<file path="src/core/rtcis_consts.svh">
// register offsets, field positions, reset values and bus codes of the rtc i2c slave
`ifndef RTCIS_CONSTS_SVH
`define RTCIS_CONSTS_SVH
`define RTCIS_SLAVE_ADDR 7'h68
`define RTCIS_REG_SECONDS 4'h1
`define RTCIS_REG_MONTH_CENTURY 4'h6
`define RTCIS_REG_YEAR_COUNT 4'h7
`define RTCIS_REG_FREQ_COMP 4'h8
`define RTCIS_REG_WATCHDOG 4'h9
`define RTCIS_REG_IRQ_CTRL 4'hA
`define RTCIS_REG_FLAGS 4'hF
`define RTCIS_OSC_STOP_BIT 7
`define RTCIS_OUT_LEVEL_BIT 7
`define RTCIS_AFE_BIT 7
`define RTCIS_OSC_FAIL_IRQ_ENABLE_BIT 5
`define RTCIS_OF_BIT 2
`define RTCIS_CENT_MSB 7
`define RTCIS_CENT_LSB 6
`define RTCIS_FREQ_COMP_RST 8'h80
`define RTCIS_REG_RST 8'h00
`define RTCIS_NUM_REGS 16
`define RTCIS_BITS_PER_BYTE 4'h8
`endif

</file>
<file path="src/core/rtcis_pkg.sv">
// types of the rtc i2c slave
package rtcis_pkg;
    typedef enum logic [2:0] {
        RTCIS_IDLE = 3'b000,
        RTCIS_RX = 3'b001,
        RTCIS_RX_ACK = 3'b010,
        RTCIS_TX = 3'b011,
        RTCIS_TX_ACK = 3'b100,
        RTCIS_IGNORE = 3'b101
    } rtcis_state_t;
    typedef enum logic [1:0] {
        RTCIS_BYTE_ADDR = 2'b00,
        RTCIS_BYTE_PTR = 2'b01,
        RTCIS_BYTE_DATA = 2'b10
    } rtcis_byte_t;
endpackage

</file>
<file path="src/core/rtcis_sync.sv">
// two-flop synchroniser for one asynchronous level
`timescale 1ns/1ns
module rtcis_sync #(
    parameter logic RST_VAL = 1'b1
) (
    input wire logic clk,
    input wire logic nrst,
    input wire logic d,
    output logic q
);
    logic meta_q;
    logic meta_d;
    logic q_d;

    always_comb begin
        meta_d = d;
        q_d = meta_q;
    end

    always_ff @(posedge clk or negedge nrst) begin
        if (!nrst) begin
            meta_q <= RST_VAL;
            q <= RST_VAL;
        end else begin
            meta_q <= meta_d;
            q <= q_d;
        end
    end
endmodule

</file>
<file path="src/core/rtcis_top.sv">
// rtc i2c slave: register pointer, century and leap logic, oscillator-fail flag, int pin
`timescale 1ns/1ns
`include "rtcis_consts.svh"
// Function
// RULE1: two-bit century counter increments on century rollover
// RULE2: february 29 in every multiple-of-four year
// RULE3: oscillator stop sets oscillator-fail flag
// RULE4: oscillator-fail flag is set at power-up
// RULE5: low supply or stop bit sets flag
// RULE6: only software writing zero clears flag
// RULE7: host waits four seconds before clearing flag
// RULE8: host restarts oscillator by toggling stop bit
// RULE9: int low while flag and enable set
// RULE10: int follows output level when no interrupt
// RULE11: int pin is open drain, low only
// RULE12: sda edges with scl high are start/stop
// RULE13: data bit taken on each scl pulse
// RULE14: master sends stop before every start
// RULE15: respond only to address 1101000
// RULE16: acknowledge every received byte as receiver
// RULE17: release sda on master non-acknowledge
// RULE18: pointer byte follows write address, low nibble
// RULE19: pointer advances after each byte
// RULE20: write is address, pointer, data, stop
// RULE21: pointed read uses stop and new start
// RULE22: plain read starts one past last access
// RULE23: oscillator stop is seconds register bit 7
// RULE24: output level is bit 7 of register 08h
// RULE25: unmatched address ignored until next start
// RULE26: scl and sda synchronised before decoding
module rtcis_top (
    input wire logic clk,
    input wire logic nrst,
    input wire logic scl_i,
    input wire logic sda_i,
    output logic sda_o,
    output logic sda_oe,
    output logic int_n_o,
    output logic int_n_oe,
    input wire logic osc_stopped_i,
    input wire logic supply_low_i,
    input wire logic year_tick,
    input wire logic alarm_wd_irq_req,
    output logic osc_run,
    output logic leap_year
);
    logic scl_s;
    logic sda_s;
    logic osc_stop_s;
    logic low_s;
    logic scl_p_q;
    logic sda_p_q;
    logic start_det;
    logic stop_det;
    logic scl_rise;
    logic scl_fall;

    rtcis_sync #(.RST_VAL(1'b1)) u_sync_scl (
        .clk(clk),
        .nrst(nrst),
        .d(scl_i),
        .q(scl_s)
    );
    rtcis_sync #(.RST_VAL(1'b1)) u_sync_sda (
        .clk(clk),
        .nrst(nrst),
        .d(sda_i),
        .q(sda_s)
    );
    rtcis_sync #(.RST_VAL(1'b0)) u_sync_osc (
        .clk(clk),
        .nrst(nrst),
        .d(osc_stopped_i),
        .q(osc_stop_s)
    );
    rtcis_sync #(.RST_VAL(1'b0)) u_sync_low (
        .clk(clk),
        .nrst(nrst),
        .d(supply_low_i),
        .q(low_s)
    );

    // edges seen only on the synchronised copies
    always_comb begin
        start_det = scl_s && scl_p_q && sda_p_q && !sda_s; // RULE12 RULE26
        stop_det = scl_s && scl_p_q && !sda_p_q && sda_s; // RULE12 RULE26
        scl_rise = scl_s && !scl_p_q;
        scl_fall = !scl_s && scl_p_q;
    end

    always_ff @(posedge clk or negedge nrst) begin
        if (!nrst) begin
            scl_p_q <= 1'b1;
            sda_p_q <= 1'b1;
        end else begin
            scl_p_q <= scl_s;
            sda_p_q <= sda_s;
        end
    end

    // bus state machine
    rtcis_pkg::rtcis_state_t state_q;
    rtcis_pkg::rtcis_state_t state_d;
    rtcis_pkg::rtcis_byte_t kind_q;
    rtcis_pkg::rtcis_byte_t kind_d;
    logic [7:0] shreg_q;
    logic [7:0] shreg_d;
    logic [3:0] bitcnt_q;
    logic [3:0] bitcnt_d;
    logic [7:0] ptr_q;
    logic [7:0] ptr_d;
    logic read_q;
    logic read_d;
    logic sda_oe_d;
    logic wr_en;
    logic [3:0] wr_idx;
    logic [7:0] wr_data;
    logic [7:0] mem_q [`RTCIS_NUM_REGS];
    logic [7:0] mem_d [`RTCIS_NUM_REGS];
    logic osc_fail_q;
    logic osc_fail_d;
    logic [7:0] rd_data;

    // the flag lives outside the array so a write cannot mask a set event
    always_comb begin
        rd_data = mem_q[ptr_q[3:0]]; // RULE18
        if (ptr_q[3:0] == `RTCIS_REG_FLAGS) begin
            rd_data[`RTCIS_OF_BIT] = osc_fail_q;
        end
    end

    always_comb begin
        state_d = state_q;
        kind_d = kind_q;
        shreg_d = shreg_q;
        bitcnt_d = bitcnt_q;
        ptr_d = ptr_q;
        read_d = read_q;
        sda_oe_d = sda_oe;
        wr_en = 1'b0;
        wr_idx = ptr_q[3:0];
        wr_data = shreg_q;
        if (stop_det) begin
            state_d = rtcis_pkg::RTCIS_IDLE;
            sda_oe_d = 1'b0;
        end else if (start_det) begin
            // a repeated start is not legal here but is decoded as a start anyway
            state_d = rtcis_pkg::RTCIS_RX; // RULE14
            kind_d = rtcis_pkg::RTCIS_BYTE_ADDR;
            bitcnt_d = 4'h0;
            sda_oe_d = 1'b0;
        end else begin
            unique case (state_q)
                rtcis_pkg::RTCIS_IDLE, rtcis_pkg::RTCIS_IGNORE: begin
                    sda_oe_d = 1'b0; // RULE25
                end
                rtcis_pkg::RTCIS_RX: begin
                    if (scl_rise && bitcnt_q != `RTCIS_BITS_PER_BYTE) begin
                        shreg_d = {shreg_q[6:0], sda_s}; // RULE13
                        bitcnt_d = bitcnt_q + 4'h1;
                    end else if (scl_fall && bitcnt_q == `RTCIS_BITS_PER_BYTE) begin
                        bitcnt_d = 4'h0;
                        state_d = rtcis_pkg::RTCIS_RX_ACK;
                        sda_oe_d = 1'b1; // RULE16
                        unique case (kind_q)
                            rtcis_pkg::RTCIS_BYTE_ADDR: begin
                                if (shreg_q[7:1] == `RTCIS_SLAVE_ADDR) begin // RULE15
                                    read_d = shreg_q[0];
                                    kind_d = rtcis_pkg::RTCIS_BYTE_PTR;
                                end else begin
                                    state_d = rtcis_pkg::RTCIS_IGNORE; // RULE25
                                    sda_oe_d = 1'b0;
                                end
                            end
                            rtcis_pkg::RTCIS_BYTE_PTR: begin
                                ptr_d = shreg_q; // RULE18 RULE20
                                kind_d = rtcis_pkg::RTCIS_BYTE_DATA;
                            end
                            default: begin
                                wr_en = 1'b1; // RULE20
                                ptr_d = ptr_q + 8'h01; // RULE19
                            end
                        endcase
                    end
                end
                rtcis_pkg::RTCIS_RX_ACK: begin
                    if (scl_fall) begin
                        if (read_q) begin
                            // pointer already sits one past the last access
                            shreg_d = rd_data; // RULE21 RULE22
                            ptr_d = ptr_q + 8'h01; // RULE19
                            sda_oe_d = !rd_data[7];
                            bitcnt_d = 4'h1;
                            state_d = rtcis_pkg::RTCIS_TX;
                        end else begin
                            sda_oe_d = 1'b0;
                            state_d = rtcis_pkg::RTCIS_RX;
                        end
                    end
                end
                rtcis_pkg::RTCIS_TX: begin
                    if (scl_fall) begin
                        if (bitcnt_q == `RTCIS_BITS_PER_BYTE) begin
                            sda_oe_d = 1'b0;
                            state_d = rtcis_pkg::RTCIS_TX_ACK;
                        end else begin
                            shreg_d = {shreg_q[6:0], 1'b0};
                            sda_oe_d = !shreg_q[6];
                            bitcnt_d = bitcnt_q + 4'h1;
                        end
                    end
                end
                rtcis_pkg::RTCIS_TX_ACK: begin
                    if (scl_rise && sda_s) begin
                        state_d = rtcis_pkg::RTCIS_IGNORE; // RULE17
                    end else if (scl_fall) begin
                        shreg_d = rd_data;
                        ptr_d = ptr_q + 8'h01; // RULE19
                        sda_oe_d = !rd_data[7];
                        bitcnt_d = 4'h1;
                        state_d = rtcis_pkg::RTCIS_TX;
                    end
                end
                default: begin
                    state_d = rtcis_pkg::RTCIS_IDLE;
                    sda_oe_d = 1'b0;
                end
            endcase
        end
    end

    always_ff @(posedge clk or negedge nrst) begin
        if (!nrst) begin
            state_q <= rtcis_pkg::RTCIS_IDLE;
            kind_q <= rtcis_pkg::RTCIS_BYTE_ADDR;
            shreg_q <= 8'h00;
            bitcnt_q <= 4'h0;
            ptr_q <= 8'h00;
            read_q <= 1'b0;
            sda_oe <= 1'b0;
        end else begin
            state_q <= state_d;
            kind_q <= kind_d;
            shreg_q <= shreg_d;
            bitcnt_q <= bitcnt_d;
            ptr_q <= ptr_d;
            read_q <= read_d;
            sda_oe <= sda_oe_d;
        end
    end

    // register file, year and century roll
    logic [7:0] year_v;
    logic [1:0] cent_v;
    logic leap_d;

    always_comb begin
        for (int i = 0; i < `RTCIS_NUM_REGS; i++) begin
            mem_d[i] = mem_q[i];
        end
        if (wr_en) begin
            mem_d[wr_idx] = wr_data;
        end
        year_v = mem_d[`RTCIS_REG_YEAR_COUNT];
        cent_v = mem_d[`RTCIS_REG_MONTH_CENTURY][`RTCIS_CENT_MSB:`RTCIS_CENT_LSB];
        if (year_tick) begin
            if (year_v[3:0] != 4'h9) begin
                year_v[3:0] = year_v[3:0] + 4'h1;
            end else if (year_v[7:4] != 4'h9) begin
                year_v = {year_v[7:4] + 4'h1, 4'h0};
            end else begin
                year_v = 8'h00;
                cent_v = cent_v + 2'h1; // RULE1
            end
        end
        mem_d[`RTCIS_REG_YEAR_COUNT] = year_v;
        mem_d[`RTCIS_REG_MONTH_CENTURY][`RTCIS_CENT_MSB:`RTCIS_CENT_LSB] = cent_v; // RULE1
        // bcd multiple of four; the 100 and 400 exceptions are left to software
        if (!year_v[4]) begin
            leap_d = year_v[3:0] == 4'h0 || year_v[3:0] == 4'h4 || year_v[3:0] == 4'h8; // RULE2
        end else begin
            leap_d = year_v[3:0] == 4'h2 || year_v[3:0] == 4'h6; // RULE2
        end
    end

    always_ff @(posedge clk or negedge nrst) begin
        if (!nrst) begin
            for (int i = 0; i < `RTCIS_NUM_REGS; i++) begin
                mem_q[i] <= `RTCIS_REG_RST;
            end
            mem_q[`RTCIS_REG_FREQ_COMP] <= `RTCIS_FREQ_COMP_RST;
            leap_year <= 1'b1;
        end else begin
            for (int i = 0; i < `RTCIS_NUM_REGS; i++) begin
                mem_q[i] <= mem_d[i];
            end
            leap_year <= leap_d;
        end
    end

    // oscillator-fail flag and int pin
    logic stop_bit;
    logic osc_fail_irq_enable;
    logic fallback;
    logic int_low_d;

    always_comb begin
        stop_bit = mem_q[`RTCIS_REG_SECONDS][`RTCIS_OSC_STOP_BIT]; // RULE23
        osc_fail_irq_enable = mem_q[`RTCIS_REG_IRQ_CTRL][`RTCIS_OSC_FAIL_IRQ_ENABLE_BIT];
        osc_fail_d = osc_fail_q;
        if (wr_en && wr_idx == `RTCIS_REG_FLAGS && !wr_data[`RTCIS_OF_BIT]) begin
            osc_fail_d = 1'b0; // RULE6
        end
        // set wins over a clear in the same cycle
        if (osc_stop_s || low_s || stop_bit) begin
            osc_fail_d = 1'b1; // RULE3 RULE5
        end
        fallback = !osc_fail_irq_enable && !mem_q[`RTCIS_REG_IRQ_CTRL][`RTCIS_AFE_BIT]
            && mem_q[`RTCIS_REG_WATCHDOG] == 8'h00;
        if (osc_fail_q && osc_fail_irq_enable) begin
            int_low_d = 1'b1; // RULE9
        end else if (fallback) begin
            int_low_d = !mem_q[`RTCIS_REG_FREQ_COMP][`RTCIS_OUT_LEVEL_BIT]; // RULE10 RULE24
        end else begin
            int_low_d = alarm_wd_irq_req;
        end
    end

    always_ff @(posedge clk or negedge nrst) begin
        if (!nrst) begin
            osc_fail_q <= 1'b1; // RULE4
            int_n_oe <= 1'b0;
            int_n_o <= 1'b0;
            sda_o <= 1'b0;
            osc_run <= 1'b1;
        end else begin
            osc_fail_q <= osc_fail_d;
            int_n_oe <= int_low_d; // RULE11
            int_n_o <= 1'b0; // RULE11
            sda_o <= 1'b0;
            osc_run <= !stop_bit; // RULE23
        end
    end
endmodule

</file>
<file path="config.mk">
export PLATFORM = sky130hd
export DESIGN_NAME = rtcis_top
export DESIGN_NICKNAME = d
export VERILOG_FILES = /design/src/core/rtcis_pkg.sv /design/src/core/rtcis_sync.sv /design/src/core/rtcis_top.sv
export VERILOG_INCLUDE_DIRS = /design/src /design/src/core
export SDC_FILE = /design/constraint.sdc
export NUM_CORES = 1
export LEC_CHECK = 0
export BUFFER_PORTS_ARGS = -buffer_cell sky130_fd_sc_hd__buf_2
export CAP_MARGIN = 40
export CORE_UTILIZATION = 35
export DETAILED_ROUTE_END_ITERATION = 12
export PLACE_DENSITY = 0.56
export SETUP_SLACK_MARGIN = 0.1
export SLEW_MARGIN = 5
export SYNTH_ARGS = -nofsm -noshare
export SYNTH_HDL_FRONTEND = slang
export SYNTH_SLANG_ARGS = --single-unit
</file>
<file path="constraint.sdc">
create_clock -name clk -period 9.72 [get_ports clk]
set_clock_uncertainty 0.05 [all_clocks]
set_input_delay 0.486 -clock clk [delete_from_list [all_inputs] [get_ports clk]]
set_output_delay 0.486 -clock clk [all_outputs]
set_load 0.01 [all_outputs]
</file>
After elaboration in Yosys (flattened, before gate mapping)

Index checks and enable logic that the tools add are counted.

Bitwise logic cells: 4
Add/subtract/negate cells: 5
Order comparisons: 2
Equal/unequal tests: 44
Muxes and demuxes: 84
Reductions and logical operators: 52

Operators by type and width:

| operator                                                       | number |
|---|---|
| 8-bit two-way mux                                              | 18 |
| 128-bit bitwise mux                                            | 1 |
| 80-bit two-way mux                                             | 1 |
| 4-bit two-way mux                                              | 11 |
| 4-bit != test (second input constant)                          | 11 |
| 3-bit two-way mux                                              | 11 |
| 8-bit binary-select mux with 4-bit select                      | 1 |
| 8-bit demux with 4-bit select                                  | 1 |
| 8-bit one-hot mux with 4 select lines                          | 1 |
| 1-bit two-way mux                                              | 24 |
| 3-bit != test (second input constant)                          | 8 |
| 8-bit one-hot mux with 3 select lines                          | 1 |
| 2-bit != test (second input constant)                          | 11 |
| 10-bit AND reduction                                           | 2 |
| 2-bit two-way mux                                              | 9 |
| 1-bit logical AND                                              | 16 |
| 4-bit one-hot mux with 4 select lines                          | 1 |
| 8-bit one-hot mux with 2 select lines                          | 1 |
| 3-bit one-hot mux with 5 select lines                          | 1 |
| 7-bit AND reduction                                            | 2 |
| 4-bit by 1-bit adder with 4-bit output (second input constant) | 3 |
| 4-bit equality test (second input constant)                    | 3 |
| 6-bit AND reduction                                            | 2 |
| 1-bit zero test                                                | 11 |
| 27 further kinds                                               | 40 |

Bits of input ports: 8
Word-level logic and storage cells: 229
Register bits: 169

Longest topological paths before layout

Depth after elaboration: 17
Mapped depth: 12

Modules after synthesis

Synthesis repeated with hierarchy kept, for this count alone.

Cell total of the unflattened synthesis: 617
Area total of the unflattened synthesis: 8155.3 µm²

Modules (own cells, without submodules):

| module                       | cells each | times used | sequential area each (µm²) | area an instance (µm²) |
|---|---|---|---|---|
| rtcis_top                    | 609        | 1          | 3936.3                     | 7950.1 |
| rtcis_sync at u_sync_scl ... | 2          | 2          | 52.6                       | 52.6 |
| rtcis_sync at u_sync_low ... | 2          | 2          | 50.0                       | 50.0 |

Worst setup path before layout

OpenSTA, ideal clock, no wires.

Kind: flip-flop to flip-flop
Start point: register bitcnt_q[0]
End point: register mem_q[79] in the netlist's numbering
Stages on the path, launching flop included: 13
Setup time: 0.125 ns
Data arrival time: 2.930 ns
Period minus slack after synthesis: 3.105 ns
Setup slack: 6.615 ns
Cells stage by stage: dfrtp_1 -> inv_1 -> ha_1 -> and4bb_2 -> nand4_2 -> mux2i_1 -> ha_1 -> nand2_1 -> or4b_2 -> mux2i_1 -> nand2_1 -> xnor2_1 -> mux2_2

Cells in the longest elaborated chain, start to end: 12
Elaborated cells between the ends (all ways): 16

Ends and longest elaborated chain:

| element                                                                        | RTL line                           | text |
|---|---|---|
| start, declared                                                                | rtcis_top.sv:108                   | `logic [3:0] bitcnt_q;` |
| start signal, assigned                                                         | rtcis_top.sv:245                   | `bitcnt_q <= bitcnt_d;` |
| 4-bit equality test (no source line)                                           | --                                 |  |
| 1-bit logical AND (no source line)                                             | --                                 |  |
| 1-bit two-way mux                                                              | rtcis_top.sv:161                   | `` end else if (scl_fall && bitcnt_q == `RTCIS_BITS_PER_BYTE) begin `` |
| 1-bit two-way mux *                                                            | rtcis_top.sv:158                   | `` if (scl_rise && bitcnt_q != `RTCIS_BITS_PER_BYTE) begin `` |
| 1-bit two-way mux *                                                            | rtcis_top.sv:153                   | `unique case (state_q)` |
| 1-bit two-way mux *                                                            | rtcis_top.sv:146                   | `end else if (start_det) begin` |
| 1-bit two-way mux *                                                            | rtcis_top.sv:143                   | `if (stop_det) begin` |
| 80-bit two-way mux *                                                           | rtcis_top.sv:261                   | `if (wr_en) begin` |
| 2-bit by 1-bit adder with 2-bit output / 4-bit != test (equally long branches) | rtcis_top.sv:273, rtcis_top.sv:269 |  |
| 2-bit two-way mux                                                              | rtcis_top.sv:269                   | `end else if (year_v[7:4] != 4'h9) begin` |
| 2-bit two-way mux                                                              | rtcis_top.sv:267                   | `if (year_v[3:0] != 4'h9) begin` |
| 2-bit two-way mux *                                                            | rtcis_top.sv:266                   | `if (year_tick) begin` |
| named net cent_v[1]                                                            | rtcis_top.sv:254                   | `logic [1:0] cent_v;` |
| end signal, assigned by index                                                  | rtcis_top.sv:289                   | `` mem_q[i] <= `RTCIS_REG_RST; `` |
| end signal, assigned by index                                                  | rtcis_top.sv:291                   | `` mem_q[`RTCIS_REG_FREQ_COMP] <= `RTCIS_FREQ_COMP_RST; `` |
| end signal, assigned by index                                                  | rtcis_top.sv:295                   | `mem_q[i] <= mem_d[i];` |
| end, declared                                                                  | rtcis_top.sv:118                   | `` logic [7:0] mem_q [`RTCIS_NUM_REGS]; `` |

The timed path passes the listed nets; every way through them passes the cells marked *.
A chain may end at the register's enable or synchronous reset.

Worst setup path after layout

Start point: register ptr_q[0]
End point: register mem_q[79] in the netlist's numbering

Cells in the longest elaborated chain, start to end: 11
Elaborated cells between the ends (all ways): 14

Ends and longest elaborated chain:

| element                                                                                                                                 | RTL line                           | text |
|---|---|---|
| start, declared                                                                                                                         | rtcis_top.sv:110                   | `logic [7:0] ptr_q;` |
| start signal, assigned                                                                                                                  | rtcis_top.sv:246                   | `ptr_q <= ptr_d;` |
| 4-bit inverter with 5-bit output (not written as such) *                                                                                | rtcis_top.sv:262                   | `mem_d[wr_idx] = wr_data;` |
| 5-bit greater-or-equal comparator (not written as such) / 5-bit by 1-bit less-than comparator with 1-bit output (equally long branches) | rtcis_top.sv:262                   |  |
| 1-bit logical AND (not written as such)                                                                                                 | rtcis_top.sv:262                   |  |
| 8-bit two-way mux (not written as such)                                                                                                 | rtcis_top.sv:262                   |  |
| 8-bit demux with 4-bit select *                                                                                                         | rtcis_top.sv:262                   |  |
| 128-bit bitwise mux *                                                                                                                   | rtcis_top.sv:262                   |  |
| 80-bit two-way mux *                                                                                                                    | rtcis_top.sv:261                   |  |
| 2-bit by 1-bit adder with 2-bit output / 4-bit != test (equally long branches)                                                          | rtcis_top.sv:273, rtcis_top.sv:269 |  |
| 2-bit two-way mux                                                                                                                       | rtcis_top.sv:269                   |  |
| 2-bit two-way mux                                                                                                                       | rtcis_top.sv:267                   |  |
| 2-bit two-way mux *                                                                                                                     | rtcis_top.sv:266                   |  |
| named net cent_v[1]                                                                                                                     | rtcis_top.sv:254                   |  |

Marks and branches as above.

==> results.py <==
metrics = {
    "timing": {
        "layout_setup_ws_ps": 5226,
        "fin_crit_sh": 0.4624,
        "worst_pin_slew_ps": 953.2,
        "setup-tns-final_ps": 0,
        "fmax_ghz": 0.2225,
        "holdWs_ps": 25.77,
        "rsz0062_at_grt": "no",
        "period_needed_ps": 4494,
        "hold_violations": 0,
        "setup-violations-final": 0,
        "relSlewSlack": 0.3645,
        "slew_violations": 0,
    },
    "job": {
        "drv_cap": 0,
    },
    "layout": {
        "stdcell_area_um2": 9320,
        "area_delta_synth_final_pct": 11.46,
        "nNetsFinal": 641,
        "final_cells": 957,
        "final_layout_size_suffix_gt1_frac": 0.3903,
        "multi_input_area_um2": 3969,
        "n_fill_cell": 2182,
        "seqCellArea_um2": 4143,
        "final_util": 0.3971,
        "diodes": 0,
    },
    "detailed_routing": {
        "route.detailed.drc": 0,
        "drtIter0Drc": 321,
        "finalWirelength_um": 19720,
        "ant_nets": 0,
        "vias": 5197,
        "drt-wirelength-per-cell_um": 20.60,
        "vias_per_cell": 5.431,
        "firstDrtPassIters": 5,
    },
    "setup_path": {
        "crit_family": "simple AND/OR/NAND/NOR gates",
        "cp_cell_sequence": "buf_4 -> ha_1 -> and4b_1 -> nand4_2 -> mux2i_1 -> ha_1 -> nand2_1 -> or4b_2 -> mux2i_1 -> nand2_1 -> xnor2_1 -> mux2_2",
        "cp_max_fo": 37,
        "crit_type": "flip-flop to flip-flop",
        "worst_setup_path_end_kind": "flip-flop",
        "rr_endpoint": "mem_q[79]",
        "critical_path_required_ps": 9990,
        "slowest_delay_ps": 670,
        "r2r_setup_slack_ps": 5230,
        "setup.worst_path.start": "ptr_q[0]",
        "path_buf_inv": 1,
        "startpoint_type": "flip-flop",
        "cp.arrival_ps": 4770,
        "crit_cells": 12,
        "worst_path_max_delay_cell": "or4b_2",
        "r2r_start": "ptr_q[0]",
        "cp-endpoint": "mem_q[79]",
        "reg2reg_depth": 12,
    },
    "worst_hold_path": {
        "hold_path_class": "primary input to async pin",
    },
    "yosys": {
        "synth_top_area_share": 0.4639,
        "syn-mean-instance-area_um2": 13.21,
        "ys_seq_area_frac": 0.4953,
        "yosys.area_share.simple": 0.09816,
        "synthTopCellsByArea": "dfrtp_1 (46%), mux2_2 (17%), mux4_2 (11%), dfstp_2 (3.1%), mux2i_1 (2.3%)",
        "ys_types": 64,
        "async_reset_ff_frac": 1.000,
        "synth_area_leader_cell": "dfrtp_1",
        "synth_top_family_by_area": "multiplexers",
        "synthXorXnorAreaFrac": 0.01152,
        "synth-seq-cells": 165,
        "postSynthCellCount": 633,
        "synth_edf_count": 0,
        "synth_area_um2": 8362,
        "ys.flop_type": "dfrtp_1",
        "yosysWarnings": 0,
        "synth_compound_area_frac": 0.05596,
        "synth.area.mux_share": 0.2961,
        "synth_fa_ha_area_frac": 0.01197,
    },
    "run_status": {
        "status": "completed",
    },
    "floorplanning": {
        "core_area_um2": 23470,
        "die_area_um2": 24510,
        "die_y_um": 156.6,
        "initial_core_util": 0.3562,
        "ios": 14,
        "die_x_um": 156.6,
        "rows": 56,
    },
    "clocking": {
        "worst_skew_pair.late_latency_ps": 440,
        "post_cts_buffers": 0,
        "cts_hold_buf": 0,
        "cts_buffers": 17,
        "cts_resized": 0,
        "root_buffer": "clkbuf_16",
        "clock_sinks": 165,
        "clockBufferDepth": 2,
        "htree_levels": 4,
        "path_clk_slew_ps": 70,
        "cts_tree": "done",
    },
    "place": {
        "place.gp.congestion": 0.8366,
        "place_area_um2": 8686,
        "preCtsSetupSlack_ps": 5230,
        "portBuffers": 11,
        "hpwl_um": 12870,
        "place_inst": 924,
    },
    "global_route": {
        "first_global_vias": 5437,
        "grt_util_all_layers": 0.1745,
        "grt_first_pass_wirelength_um": 31700,
        "grt_max_degree": 84,
        "antenna_found_initial": 0,
        "gr-total-overflow": 0,
    },
    "power": {
        "p_sw_uw": 473.5,
        "combPwrFrac": 0.098,
        "swShare": 0.2861,
        "cellLeakagePower_nw": 4.085,
        "pwr-share-clk": 0.422,
        "vdd_drop_max_mv": 0.1066,
        "powerDensity_nw_per_um2": 177.6,
        "seq_power_share": 0.480,
        "p_int_mw": 1.182,
        "power_mw": 1.655,
    },
}
-- worst min path at each step --
stage | endpoint | cells after the start | slack, ps
3_5_place_dp | u_sync_osc.q | 0 | 290
6_report | mem_q[69] | 1 | 30
4_1_cts | u_sync_low.meta_q | 1 | 80
5_1_grt | u_sync_low.meta_q | 1 | 70
2_1_floorplan | bitcnt_q[0] | 0 | 140
3_3_place_gp | u_sync_osc.q | 0 | 280
-- metal layers --
metal | vias up | track usage | routed length, um
met5 | - | 0 | 0
met4 | 0 | 0.05976 | 333
met3 | 22 | 0.03794 | 727
met2 | 116 | 0.2772 | 9451
met1 | 2752 | 0.2355 | 9205
li1 | 2307 | - | -
-- state kept, by name (all words and copies together) (netlist names), 2 cells and up --
signal,count
state_q,3
ptr_q,4
shreg_q,8
bitcnt_q,4
kind_q,2
mem_q,128
-- logic make-up after synthesis --
logic type                 count (synthesis)
adders and majority gates                  8
muxes                                    183
xor gates and xnor gates                  11
AOI/OAI and AO/OA                         73
DFF                                      165
other                                      1
and+or+nand+nor                          133
buffers and inverters                     59
-- cells in the final DEF (no fill, tap or decap), types with 3 or more instances in the layout --
cell type  count
clkbuf_16     17
mux2_2       125
nor2_2         9
nor3_4         4
nand2_1       29
nor3_1         3
nor2b_1        9
mux4_2        39
a21oi_1       20
buf_4          5
nand3_1        7
o21ai_0       19
dfrtp_1      154
a22oi_1        5
mux2i_1       19
inv_8          5
nor2_1        24
o22ai_1        5
dfstp_2       10
nor3b_1        3
ha_1           8
nand2b_1       8
xor2_1         4
xnor2_1        7
nor4_1         3
inv_1         13
o221ai_1       3
nand3b_1       7
buf_2         10
or3_1          4
-- cell type report --
type,count,share of cell area
Tap cell,319,0.04282
Sequential cell,165,0.4445
Clock buffer,19,0.04752
Clock inverter,13,0.01759
Multi-Input combinational cell,410,0.4258
Inverter,13,0.005236
Timing Repair Buffer,18,0.01651
-- cells in the mapped netlist, types with 4 or more instances --
cell type	number
mux2i_1	19
nor2_1	24
a22oi_1	5
mux2_2	125
xor2_1	4
nor2_2	9
clkbuf_1	27
buf_4	5
o21ai_0	19
dfrtp_1	155
ha_1	8
a21oi_1	20
nand2_1	29
buf_2	12
inv_1	13
nand3_1	7
nor3_4	4
xnor2_1	7
or3_1	4
nand2b_1	8
nor2b_1	9
dfstp_2	10
mux4_2	39
nand3b_1	7
o22ai_1	5
-- worst register-to-register path: cells and delay by family, from the launching register on --
family	cells	cell delay, ps
xor gates and xnor gates	1	160
adders and majority gates	2	660
buffers and inverters	1	560
DFF	1	340
muxes	3	970
and+or+nand+nor	5	1640
-- power groups by stage --
stage / clock network, mW / logic, mW / registers [mW]
3_3_place_gp: 0 / 0.152 / 0.804
6_report: 0.699 / 0.161 / 0.795
4_1_cts: 0.714 / 0.162 / 0.793
5_1_grt: 0.747 / 0.179 / 0.801
2_1_floorplan: 0 / 0.134 / 0.753
3_5_place_dp: 0 / 0.161 / 0.804
(Power assumes the default switching activity.)
